==> config.mk <==
export PLATFORM = sky130hd
export DESIGN_NAME = stair_gen
export DESIGN_NICKNAME = d
export VERILOG_FILES = /design/src/stair_pkg.sv /design/src/dir_toggle.sv /design/src/stair_gen.sv
export SDC_FILE = /design/constraint.sdc
export NUM_CORES = 1
export LEC_CHECK = 0
export ABC_AREA = 1
export BUFFER_PORTS_ARGS = -buffer_cell sky130_fd_sc_hd__buf_2
export CAP_MARGIN = 20
export CORE_AREA = 3 3 40 42
export CTS_CLUSTER_DIAMETER = 40
export DETAILED_ROUTE_END_ITERATION = 16
export DIE_AREA = 0 0 43 45
export GPL_TIMING_DRIVEN = 0
export PLACE_DENSITY = 0.66
export SLEW_MARGIN = 25
export SYNTH_ARGS = -nofsm -noshare
export SYNTH_HDL_FRONTEND = slang
export SYNTH_SLANG_ARGS = --single-unit
==> constraint.sdc <==
create_clock -name clk_sys_in -period 3.4 [get_ports clk_sys_in]
set_input_delay 0.17 -clock clk_sys_in [delete_from_list [all_inputs] [get_ports clk_sys_in]]
set_output_delay 0.17 -clock clk_sys_in [all_outputs]
set_load 0.01 [all_outputs]
==> src/stair_pkg.sv <==
// Package of constants for the staircase up/down decimal counter generator
// What this block does
// - Presettable decimal counter, up or down, one step per step_in pulse
// - Terminal carry falls at upward final count
// - Inverted carry clocks the direction flip-flop
// - Toggle after top switches to counting down
// - Carry falls at zero, direction back up
// - Direction stage toggles from its inverted output
package stair_pkg;
  localparam int          DIGIT_W   = 4;      // Width of one decimal digit
  localparam logic [3:0]  COUNT_MIN = 4'h0;   // Lowest step of the staircase
  localparam logic [3:0]  COUNT_MAX = 4'h9;   // Final count of a decade
  localparam logic [3:0]  COUNT_RST = 4'h0;   // Count after reset
  localparam logic        DIR_UP    = 1'b1;   // Direction code for upward
  localparam logic        DIR_RST   = 1'b1;   // Direction after reset (up)
  localparam logic        CARRY_IDLE = 1'b1;  // Carry level when not terminal
endpackage

==> src/dir_toggle.sv <==
// Direction flip-flop built as a toggle stage on a clock enable
`timescale 1ns/10ps
`default_nettype none
module dir_toggle (
  input  wire logic clk_sys_in,   // System clock
  input  wire logic rstn_in,      // Asynchronous reset, active low
  input  wire logic tick_in,      // One-cycle enable: inverted carry edge
  output logic      dir_out       // Stored direction, 1 = up
);
  import stair_pkg::*;
  logic dir_reg;                  // Stored direction
  logic dir_next;                 // Next direction

  // Inverted output fed back as data on each enable
  always_comb begin
    dir_next = dir_reg;
    if (tick_in) begin
      dir_next = ~dir_reg;
    end
  end

  // Register the direction
  always_ff @(posedge clk_sys_in or negedge rstn_in) begin
    if (!rstn_in) begin
      dir_reg <= DIR_RST;
    end else begin
      dir_reg <= dir_next;
    end
  end

  assign dir_out = dir_reg;
endmodule
`default_nettype wire

==> src/stair_gen.sv <==
// Staircase generator: decimal up/down counter with self-reversing direction
`timescale 1ns/10ps
`default_nettype none
module stair_gen (
  input  wire logic                             clk_sys_in,   // System clock, 125 MHz
  input  wire logic                             rstn_in,      // Asynchronous reset, active low
  input  wire logic                             step_in,      // Count enable, one step per pulse
  input  wire logic                             load_in,      // Preset strobe
  input  wire logic [stair_pkg::DIGIT_W-1:0]    preset_in,    // Preset value (0..9)
  output logic      [stair_pkg::DIGIT_W-1:0]    count_out,    // Staircase step value
  output logic                                  carry_n_out,  // Terminal carry, active low
  output logic                                  dir_up_out    // Direction, 1 = counting up
);
  import stair_pkg::*;

  logic [DIGIT_W-1:0] count_reg;     // Counter state
  logic [DIGIT_W-1:0] count_next;    // Next counter state
  logic               carry_n_reg;   // Registered terminal carry
  logic               carry_n_next;  // Next terminal carry
  logic               carry_prev_reg;// Carry delayed for edge detect
  logic               carry_fall;    // Inverted carry edge, one cycle
  logic               dir;           // Current direction from toggle stage
  logic               dir_q_reg;     // Registered copy for the output
  logic               terminal;      // Count at end of current direction

  // Terminal state depends on direction: top going up, zero going down
  always_comb begin
    if (dir == DIR_UP) begin
      terminal = (count_reg == COUNT_MAX);
    end else begin
      terminal = (count_reg == COUNT_MIN);
    end
  end

  // Counter next state: preset, else step by direction
  always_comb begin
    count_next   = count_reg;
    carry_n_next = ~terminal;
    if (load_in) begin
      if (preset_in > COUNT_MAX) begin
        count_next = COUNT_MAX;                    // Clamp illegal preset
      end else begin
        count_next = preset_in;
      end
    end else if (step_in) begin
      if (dir == DIR_UP) begin
        if (count_reg >= COUNT_MAX) begin
          count_next = COUNT_MIN;                  // Decade wrap
        end else begin
          count_next = count_reg + 4'h1;
        end
      end else begin
        if (count_reg == COUNT_MIN) begin
          count_next = COUNT_MAX;                  // Decade wrap
        end else begin
          count_next = count_reg - 4'h1;
        end
      end
    end
  end

  // Falling carry inverted becomes one-cycle toggle enable
  assign carry_fall = carry_prev_reg & ~carry_n_reg;

  // Register counter and carry state
  always_ff @(posedge clk_sys_in or negedge rstn_in) begin
    if (!rstn_in) begin
      count_reg      <= COUNT_RST;
      carry_n_reg    <= CARRY_IDLE;
      carry_prev_reg <= CARRY_IDLE;
      dir_q_reg      <= DIR_RST;
    end else begin
      count_reg      <= count_next;
      carry_n_reg    <= carry_n_next;
      carry_prev_reg <= carry_n_reg;
      dir_q_reg      <= dir;
    end
  end

  // Direction flip-flop clocked by inverted carry edge
  dir_toggle u_dir (
    .clk_sys_in (clk_sys_in),
    .rstn_in    (rstn_in),
    .tick_in    (carry_fall),
    .dir_out    (dir)
  );

  assign count_out   = count_reg;
  assign carry_n_out = carry_n_reg;
  assign dir_up_out  = dir_q_reg;
endmodule
`default_nettype wire

==> results of run 1 <==
-- critical path, stage by stage, from the launching register on --
cell     delay, ns
dfrtp_1       0.49
inv_1         0.14
ha_1          0.25
nand3_2       0.10
and2_4        0.16
nand2_1       0.05
nand3_1       0.07
nand2_1       0.05
-- kinds of logic (layout without fill, tap and decap cells) --
family,count (synthesis),after routing,share of synthesized area (%)
DFF,8,8,36.4
buffers and inverters,13,31,10.2
xor gates and xnor gates,3,3,4.67
AOI/OAI and AO/OA,5,5,5.78
adders and majority gates,4,4,8.89
and+or+nand+nor,42,42,34.0
-- placed cells by master (no fill, tap or decap), types with 2 or more instances in the layout --
master / synthesis / final
o21ai_0: 2 / 2
xor2_1: 3 / 3
nand3_1: 11 / 11
clkbuf_4: 0 / 3
ha_1: 4 / 4
buf_2: 0 / 13
dfrtp_1: 4 / 4
inv_1: 10 / 10
dfstp_2: 4 / 4
nand2_1: 21 / 21
nor2_1: 4 / 4
-- power by group through the flow --
stage | logic (mW) | registers [mW] | clock network (mW)
floorplan | 0.129 | 0.185 | 0
global placement | 0.187 | 0.182 | 0
detailed placement | 0.193 | 0.184 | 0
CTS | 0.194 | 0.182 | 0.0784
global route | 0.223 | 0.187 | 0.0842
finish | 0.192 | 0.182 | 0.0767
-- what timing repair did --
item | in CTS | in global routing
resized for setup | 0 | 0
buffers inserted | 0 | 0
hold buffers | 1 | 0
endpoints found under the hold margin | 8 | 0
-- through the flow --
stage	cells	instance area (sq um)	total power, mW	util [%]	hold slack (ns)
after CTS	108	683	0.455	53.2	0.174
after detailed placement	103	647	0.376	50.3	0.0163
after global routing	108	683	0.494	53.2	0.197
after floorplan	75	563	0.314	-	-0.126
final	108	683	0.451	53.2	0.180
after global placement	103	647	0.369	50.3	0.0141
-- cell type report --
type / instances / area (sq um) / share of cell area [%]
Inverter: 12 / 50.0 / 7.33
Tap cell: 15 / 18.8 / 2.75
Buffer: 1 / 7.51 / 1.10
Sequential cell: 8 / 205 / 30.0
Timing Repair Buffer: 14 / 75.1 / 11.0
Multi-Input combinational cell: 54 / 300 / 44.0
Clock buffer: 4 / 26.3 / 3.85
-- worst paths after layout --
| check | endpoint | cells after the start | from | slack [ns] |
|---|---|---|---|---|
| worst max-delay path | count_out[3]$_DFFE_PN0P_ | 7 | count_out[0]$_DFFE_PN0P_ | 1.96 |
| worst min-delay path | count_out[3]$_DFFE_PN0P_ | 3 | preset_in[3] | 0.18 |
| worst max register to register | count_out[3]$_DFFE_PN0P_ | 7 | count_out[0]$_DFFE_PN0P_ | 1.96 |
| worst min register to register | carry_prev_reg$_DFF_PN1_ | 0 | carry_n_out$_DFF_PN1_ | 0.37 |
| max in group asynchronous | dir_up_out$_DFF_PN1_ | 2 | rstn_in | 2.88 |
| min in group asynchronous | count_out[1]$_DFFE_PN0P_ | 2 | rstn_in | 0.29 |
-- metal layers --
metal  GRT usage (%)  vias to the layer above
li1                -                      272
met1            16.6                      240
met2            26.9                       12
met3            3.59                        2
met4            5.42                        0
met5               0                        -
==> flow_summary.toml, run 1 <==
[floorplan]
start_util_pct = 43.8
die_h_microns = 45
die-area_sq_um = 1940
ios = 14
rows = 13
fp.dieW_microns = 43
fp.coreArea_sq_um = 1280

[setup_path]
cp-end-kind = "flop"
timing_worst_setup_path_type = "reg -> reg"
worstPathMaxFanout = 8
cp-start-kind = "flop"
required_ns = 3.54
crit_arrival_ns = 1.58

[synth]
ys_seq_area_share_pct = 36.4
syn_nets = 87
netlist_area_sq_um = 563
synth-main-ff-cell = "dfstp_2"
synth_seq_cells = 8
netlist.area_leader.share_pct = 18.7
yosysTopAreaCell = "dfstp_2"
synthTopCellsByArea = "dfstp_2 (19%), dfrtp_1 (18%), nand2_1 (14%), nand3_1 (9.8%), ha_1 (8.9%)"
async_flop_share_pct = 100
synth_edf_count = 0
synthCells = 75
syn_avg_cell_area_sq_um = 7.51
synthTopCellsByCount = "nand2_1 (21), nand3_1 (11), inv_1 (10)"
synth.most_common_cell = "nand2_1"
ys.warnings.count = 0
ys_types = 21

[job]
drv_cap = 0

[power_and_ir_drop]
switching_share_pct = 39.5
power_density_nw_per_um2 = 660
p_switching_mw = 0.178
internal-power_mw = 0.272
vdd_drop_max_uv = 223
p_comb_share_pct = 42.7
p_leak_nw = 0.381
seq_power_share_pct = 40.3
p_clk_share_pct = 17.0

[detailed_routing]
drtIter0Drc = 4
met1Wirelength_microns = 484
routedWlPerCell_microns = 10.6
wl_met3_microns = 45
drc = 0
drt-pass1-iter-count = 2
vias = 526
drtAntennaViolNets = 0
topRoutingLayerUsed = "met4"
vias_per_cell = 4.87
dr_wl_met2_microns = 597
routed_wl_mm = 1.14

[finish]
largest_register_ffs = 4
syn2layout_area_growth_pct = 21.3
diodes = 0
fillers = 138
drive_gt1_share_pct = 29.0
fin_nets = 106

[clock_network]
clockRootBuffer = "clkbuf_4"
clkLatencyLatePin_ns = 0.25
cts_num_sinks = 8
numCtsBuffers = 3
clk_pin_slew_ns = 0.06
cts_max_level = 1
clk_path_buf_depth = 2
cts_tree = "built"

[sta]
postLayoutSetupSlackWorst_ns = 1.96
relSlewSlack_pct = 81.8
max_freq_ghz = 0.696
period_needed_ns = 1.44
timing_hold_violations_final = 0
tightest_slew_ns = 0.273
rsz0062_at_grt = "no"
fin_crit_sh_pct = 42.3
fin_skew_ns = 0.00449
slew_violations = 0
tns_ns = 0
setup_viol_count_final = 0

[global_routing]
grt_first_pass_wirelength_mm = 2.14
grt_max_degree = 9
antenna_found_initial = 0
grt-ovfl-total = 0
grt_pass1_vias = 513
grtUsageTotal_pct = 14.7

[placement]
place_hpwl_microns = 937
numPortBuffers = 13
place.gp.congestion = 0.806
place_ws_ns = 1.98

[hold_path]
hold_class = "in -> reg"

[outcome]
run_status = "finished clean"
Power figures use the tool's default switching activity.
==> run 2: changes to the inputs <==
==> constraint.sdc (replaced) <==
create_clock -name clk_sys_in -period 1.4 [get_ports clk_sys_in]
set_input_delay 0.07 -clock clk_sys_in [delete_from_list [all_inputs] [get_ports clk_sys_in]]
set_output_delay 0.07 -clock clk_sys_in [all_outputs]
set_load 0.01 [all_outputs]
==> run 2 against run 1 <==
Cell area up 8.1%. Sequential power is 140% higher. Utilization is 4.3 points higher. Register-to-register slack got worse by 1.9 ns. Via count increased by 6.7%. Clock power rose by 140%. Setup slack worse by 1.9 ns. Die area stayed put. First-iteration DRC count is 50% higher. Critical endpoint is now count_out[2]$_DFFE_PN0P_. Largest power group unchanged.
==> flow_summary.toml, run 2 (synthesis results as in run 1) <==
[sta]
relSlewSlack_pct = 84.0
fin_crit_sh_pct = 91.9
rsz0062_at_grt = "no"
tightest_slew_ns = 0.239
slew_violations = 0
setup_viol_count_final = 0
max_freq_ghz = 0.777
timing_hold_violations_final = 0
tns_ns = 0
fin_skew_ns = 0.00338
postLayoutSetupSlackWorst_ns = 0.113
period_needed_ns = 1.29

[setup_path]
worstPathMaxFanout = 7
cp_slowest_stage_delay_ns = 0.47
cp-start-kind = "flop"
crit_top_cell = "nand2_1"
crit_arrival_ns = 1.43
timing_worst_setup_path_type = "reg -> reg"
crit_chain = "inv_4 -> ha_4 -> nand3_2 -> and2_4 -> nand2_2 -> nand2_1 -> nand2_1 -> nand2_1"
required_ns = 1.54
cp-end-kind = "flop"
cp_slowest_cell = "dfrtp_2"

[detailed_routing]
vias_per_cell = 4.96
drtAntennaViolNets = 0
routedWlPerCell_microns = 11.0
drt-pass1-iter-count = 4
routed_wl_mm = 1.25
vias = 561
drtIter0Drc = 6
drc = 0

[placement]
place_ws_ns = -0.0212
place.gp.congestion = 0.806
place_hpwl_microns = 937
place_area_sq_um = 647
numPortBuffers = 13

[global_routing]
antenna_found_initial = 0
grt_first_pass_wirelength_mm = 2.14
grt_max_degree = 9
grt-ovfl-total = 0
grtUsageTotal_pct = 14.7
grt_pass1_vias = 513

[floorplan]
die_h_microns = 45
fp.dieW_microns = 43
die-area_sq_um = 1940
ios = 14
start_util_pct = 43.8
fp.coreArea_sq_um = 1280
rows = 13

[finish]
diodes = 0
layout_commonest_cell = "nand2_1"
largest_register_ffs = 4
finish.instance_area_sq_um = 738
drive_gt1_share_pct = 37.8
final_util_pct = 57.4
layout_common_cells = "nand2_1 (21), buf_2 (13), nand3_1 (11), inv_1 (8), buf_4 (6)"
fin_nets = 111
syn2layout_area_growth_pct = 31.1

[power_and_ir_drop]
power_mw = 1.16
p_leak_nw = 0.403
vdd_drop_max_uv = 559
power_density_nw_per_um2 = 1570

[clock_network]
clk_pin_slew_ns = 0.06
cts_tree = "built"
clockRootBuffer = "clkbuf_4"
clkLatencyLatePin_ns = 0.25
cts_max_level = 1
numCtsBuffers = 3
cts_num_sinks = 8
clk_path_buf_depth = 2

[job]
drv_cap = 0

[outcome]
run_status = "finished clean"

[hold_path]
hold_class = "in -> reg"
-- run 2: cell count changes in the layout (fill, tap and decap cells not counted), moves of 2 or more --
cell / change
buf_4: +5
dfrtp_2: +2
dfrtp_1: -2
inv_1: -2
-- run 2: critical path: cells and delay by family (launching register included) --
kind / cells / cell delay, ns
adder cells (fa/ha/maj): 1 / 0.14
buffers and inverters: 1 / 0.10
flip-flops: 1 / 0.47
AND/OR/NAND/NOR: 6 / 0.48
-- run 2: where the power goes --
part	internal [mW]	leakage, nW	switching (mW)
Sequential	0.356	0.0895	0.0845
Combinational	0.237	0.298	0.294
Clock	0.109	0.0150	0.0781
Total	0.702	0.403	0.457
-- run 2: what timing repair did --
item | in CTS | in global routing
resized for setup | 2 | 5
endpoints found under the hold margin | 8 | 0
pin swaps | 0 | 0
hold buffers | 1 | 0
buffers inserted | 0 | 5
endpoints found under the setup margin | 4 | 5
-- run 2: layout make-up --
type                    instances  area [sq um]
fillers                       124           547
multi-input cells              54           313
flip-flops and latches          8           208
repair buffers                 19           113
inverters                      12          52.6
clock buffers                   4          26.3
well taps                      15          18.8
plain buffers                   1          7.51
-- run 2: stage by stage --
stage          hold slack, ns  std cells
2_1_floorplan          -0.226         75
3_3_place_gp          -0.0859        103
3_5_place_dp          -0.0837        103
4_1_cts                0.0739        108
5_1_grt                0.0971        113
6_report               0.0759        113
-- run 2: metal layers --
layer / track usage (%) / wire (microns) / vias to the layer above
met2: 26.9 / 641 / 18
met1: 16.6 / 535 / 257
met3: 3.59 / 55 / 2
met5: 0 / 0 / -
li1: - / - / 284
met4: 5.42 / 16 / 0
-- run 2: final timing paths --
| check | to | from | slack (ns) | depth (start not counted) |
|---|---|---|---|---|
| min reg2reg | carry_prev_reg$_DFF_PN1_ | carry_n_out$_DFF_PN1_ | 0.37 | 0 |
| max in group asynchronous | dir_up_out$_DFF_PN1_ | rstn_in | 0.98 | 2 |
| min in group asynchronous | count_out[2]$_DFFE_PN0P_ | rstn_in | 0.19 | 2 |
| max | count_out[2]$_DFFE_PN0P_ | count_out[0]$_DFFE_PN0P_ | 0.11 | 8 |
| max reg2reg | count_out[2]$_DFFE_PN0P_ | count_out[0]$_DFFE_PN0P_ | 0.11 | 8 |
| min | count_out[3]$_DFFE_PN0P_ | preset_in[3] | 0.08 | 3 |
==> run 3: changes to the inputs <==
--- a/config.mk
+++ b/config.mk
@@ -13,8 +13,10 @@
 export DETAILED_ROUTE_END_ITERATION = 16
 export DIE_AREA = 0 0 43 45
 export GPL_TIMING_DRIVEN = 0
-export PLACE_DENSITY = 0.66
+export PLACE_DENSITY = 0.68
+export REMOVE_ABC_BUFFERS = 1
 export SLEW_MARGIN = 25
 export SYNTH_ARGS = -nofsm -noshare
 export SYNTH_HDL_FRONTEND = slang
+export SYNTH_HIERARCHICAL = 1
 export SYNTH_SLANG_ARGS = --single-unit
==> run 3 against run 2 <==
Critical path depth shrank 1. Sequential share of layout area grew 1.3 points. Final cell count grew 5.3%. Critical path type unchanged. Cell area shrank 4.4%. Clock power shrank 7%.
==> flow_summary.toml, run 3 <==
[outcome]
run_status = "finished clean"

[global_routing]
grtUsageTotal_pct = 15.0
grt_max_degree = 12
grt_pass1_vias = 522
grt_first_pass_wirelength_mm = 2.17
antenna_found_initial = 0
grt-ovfl-total = 0

[clock_network]
clk_path_buf_depth = 2
numCtsBuffers = 3
cts_max_level = 1
cts_tree = "built"
clk_pin_slew_ns = 0.05
post_cts_buffers = 0
clockRootBuffer = "clkbuf_4"
clkLatencyLatePin_ns = 0.25
cts_num_sinks = 8

[placement]
place_hpwl_mm = 1.01
place.gp.congestion = 0.779
numPortBuffers = 13
placed_cells = 115
place_ws_ns = -0.0305

[detailed_routing]
drt-pass1-iter-count = 4
drc = 0
vias = 586
routedWlPerCell_microns = 10.7
drtIter0Drc = 13
vias_per_cell = 4.92
routed_wl_mm = 1.28
drtAntennaViolNets = 0

[synth]
synth.most_common_cell = "nand2_1"
ys.warnings.count = 6
yosysTopAreaCell = "nand2_1"
ys_seq_area_share_pct = 34.5
async_flop_share_pct = 100
synth_edf_count = 0
synthCells = 88
synth_seq_cells = 8
netlist.area_leader.share_pct = 20.8
netlist_area_sq_um = 596
ys_types = 17
synthTopCellsByCount = "nand2_1 (33), inv_1 (14), nand3_1 (10), nor2_1 (6)"
synthTopCellsByArea = "nand2_1 (21%), dfstp_2 (18%), dfrtp_1 (17%), inv_1 (8.8%), ha_1 (8.4%)"
synth-main-ff-cell = "dfstp_2"
syn_avg_cell_area_sq_um = 6.77

[finish]
fillers = 141
layout_commonest_cell = "nand2_1"
largest_register_ffs = 4
diodes = 0
fin_nets = 118
multi_input_area_sq_um = 325
finalNonFillerCells = 119
layout_common_cells = "nand2_1 (33), inv_1 (13), buf_2 (13), nand3_1 (10), nor2_1 (6)"
regArea_sq_um = 208
syn2layout_area_growth_pct = 18.5
drive_gt1_share_pct = 26.9

[power_and_ir_drop]
switching_share_pct = 42.0
p_leak_nw = 0.395
internal-power_mw = 0.621
p_comb_share_pct = 41.5
p_switching_mw = 0.449
power_density_nw_per_um2 = 1520
p_clk_share_pct = 16.2
vdd_drop_max_uv = 716
power_mw = 1.07
seq_power_share_pct = 42.3

[setup_path]
cp.buffers_inverters = 1
crit_arrival_ns = 1.44
cp-end-kind = "flop"
cp-start-kind = "flop"
cp_slowest_stage_delay_ns = 0.45
required_ns = 1.54
worstPathMaxFanout = 7
crit_chain = "inv_1 -> ha_1 -> nand2_1 -> o211ai_1 -> nand2_1 -> nand2_1 -> nand2_1"
timing_worst_setup_path_type = "reg -> reg"
cp_slowest_cell = "dfrtp_2"
path_delay_family = "flip-flops"
crit_top_cell = "nand2_1"

[sta]
slew_violations = 0
setup_viol_count_final = 0
fin_skew_ns = 0.00477
relSlewSlack_pct = 75.0
period_needed_ns = 1.29
postLayoutSetupSlackWorst_ns = 0.108
rsz0062_at_grt = "no"
fin_crit_sh_pct = 92.3
tightest_slew_ns = 0.374
max_freq_ghz = 0.774
timing_hold_violations_final = 0

[floorplan]
die_h_microns = 45
rows = 13
start_util_pct = 46.3
fp.dieW_microns = 43
die-area_sq_um = 1940
ios = 14
fp.coreArea_sq_um = 1280

[job]
drv_cap = 0

[hold_path]
hold_class = "in -> reg"
## run 3: logic make-up (layout without fill, tap and decap cells)
logic type / Yosys count / count (layout) / share of synthesized area, %
and+or+nand+nor: 53 / 53 / 38.4
buffers and inverters: 16 / 32 / 11.3
DFF: 8 / 8 / 34.5
AOI/OAI and AO/OA: 7 / 7 / 7.35
adders and majority gates: 4 / 4 / 8.40
## run 3: layer usage
metal / global-route usage (%) / routed length, microns / vias to the layer above / share of wire [%]
met2: 24.3 / 639 / 22 / 50
met1: 19.4 / 570 / 258 / 45
li1: - / - / 306 / -
met5: 0 / 0 / - / 0
met3: 5.18 / 67 / 0 / 5.2
met4: 3.61 / 0 / 0 / 0
## run 3: final cells by class
type	instances	share of cell area, %
Multi-Input combinational cell	64	46.1
Timing Repair Buffer	14	10.6
Sequential cell	8	29.4
Inverter	15	7.98
Tap cell	15	2.66
Clock buffer	3	3.19
## run 3: power by group through the flow
stage	logic [mW]	clock network, mW	registers, mW
after floorplan	0.298	0	0.446
after global placement	0.431	0	0.453
after detailed placement	0.444	0	0.454
after CTS	0.448	0.177	0.453
after global routing	0.514	0.196	0.469
final	0.444	0.173	0.452
## run 3: path summary, 6_finish.rpt
path | slack, ns | depth (start not counted) | start | endpoint
setup / recovery | 0.11 | 7 | count_out[1]$_DFFE_PN0P_ | count_out[1]$_DFFE_PN0P_
hold / removal | 0.09 | 3 | preset_in[3] | count_out[3]$_DFFE_PN0P_
setup reg to reg | 0.11 | 7 | count_out[1]$_DFFE_PN0P_ | count_out[1]$_DFFE_PN0P_
hold reg to reg | 0.37 | 0 | carry_n_out$_DFF_PN1_ | carry_prev_reg$_DFF_PN1_
max in group asynchronous | 0.98 | 2 | rstn_in | dir_up_out$_DFF_PN1_
min in group asynchronous | 0.18 | 2 | rstn_in | count_out[2]$_DFFE_PN0P_
## run 3: timing repair
action	4_1_cts	5_1_grt
endpoints found under the hold margin	8	0
hold buffers	1	0
resized for setup	1	3
endpoints found under the setup margin	4	4
## run 3: worst register-to-register path, cell delays in order, from the launching register on
cell and delay, ns:
dfrtp_2 0.45, inv_1 0.12, ha_1 0.24, nand2_1 0.09, o211ai_1 0.09, nand2_1 0.07, nand2_1 0.06, nand2_1 0.05
## run 3: stage by stage
stage               hold WS (ns)  cell area [sq um]  utilization, %  TNS (ns)
floorplan                 -0.226                584               -         0
global route               0.115                706            54.9         0
finish                    0.0877                706            54.9         0
global placement         -0.0889                668            52.0  -0.00422
CTS                       0.0861                702            54.6         0
detailed placement       -0.0811                668            52.0   -0.0453
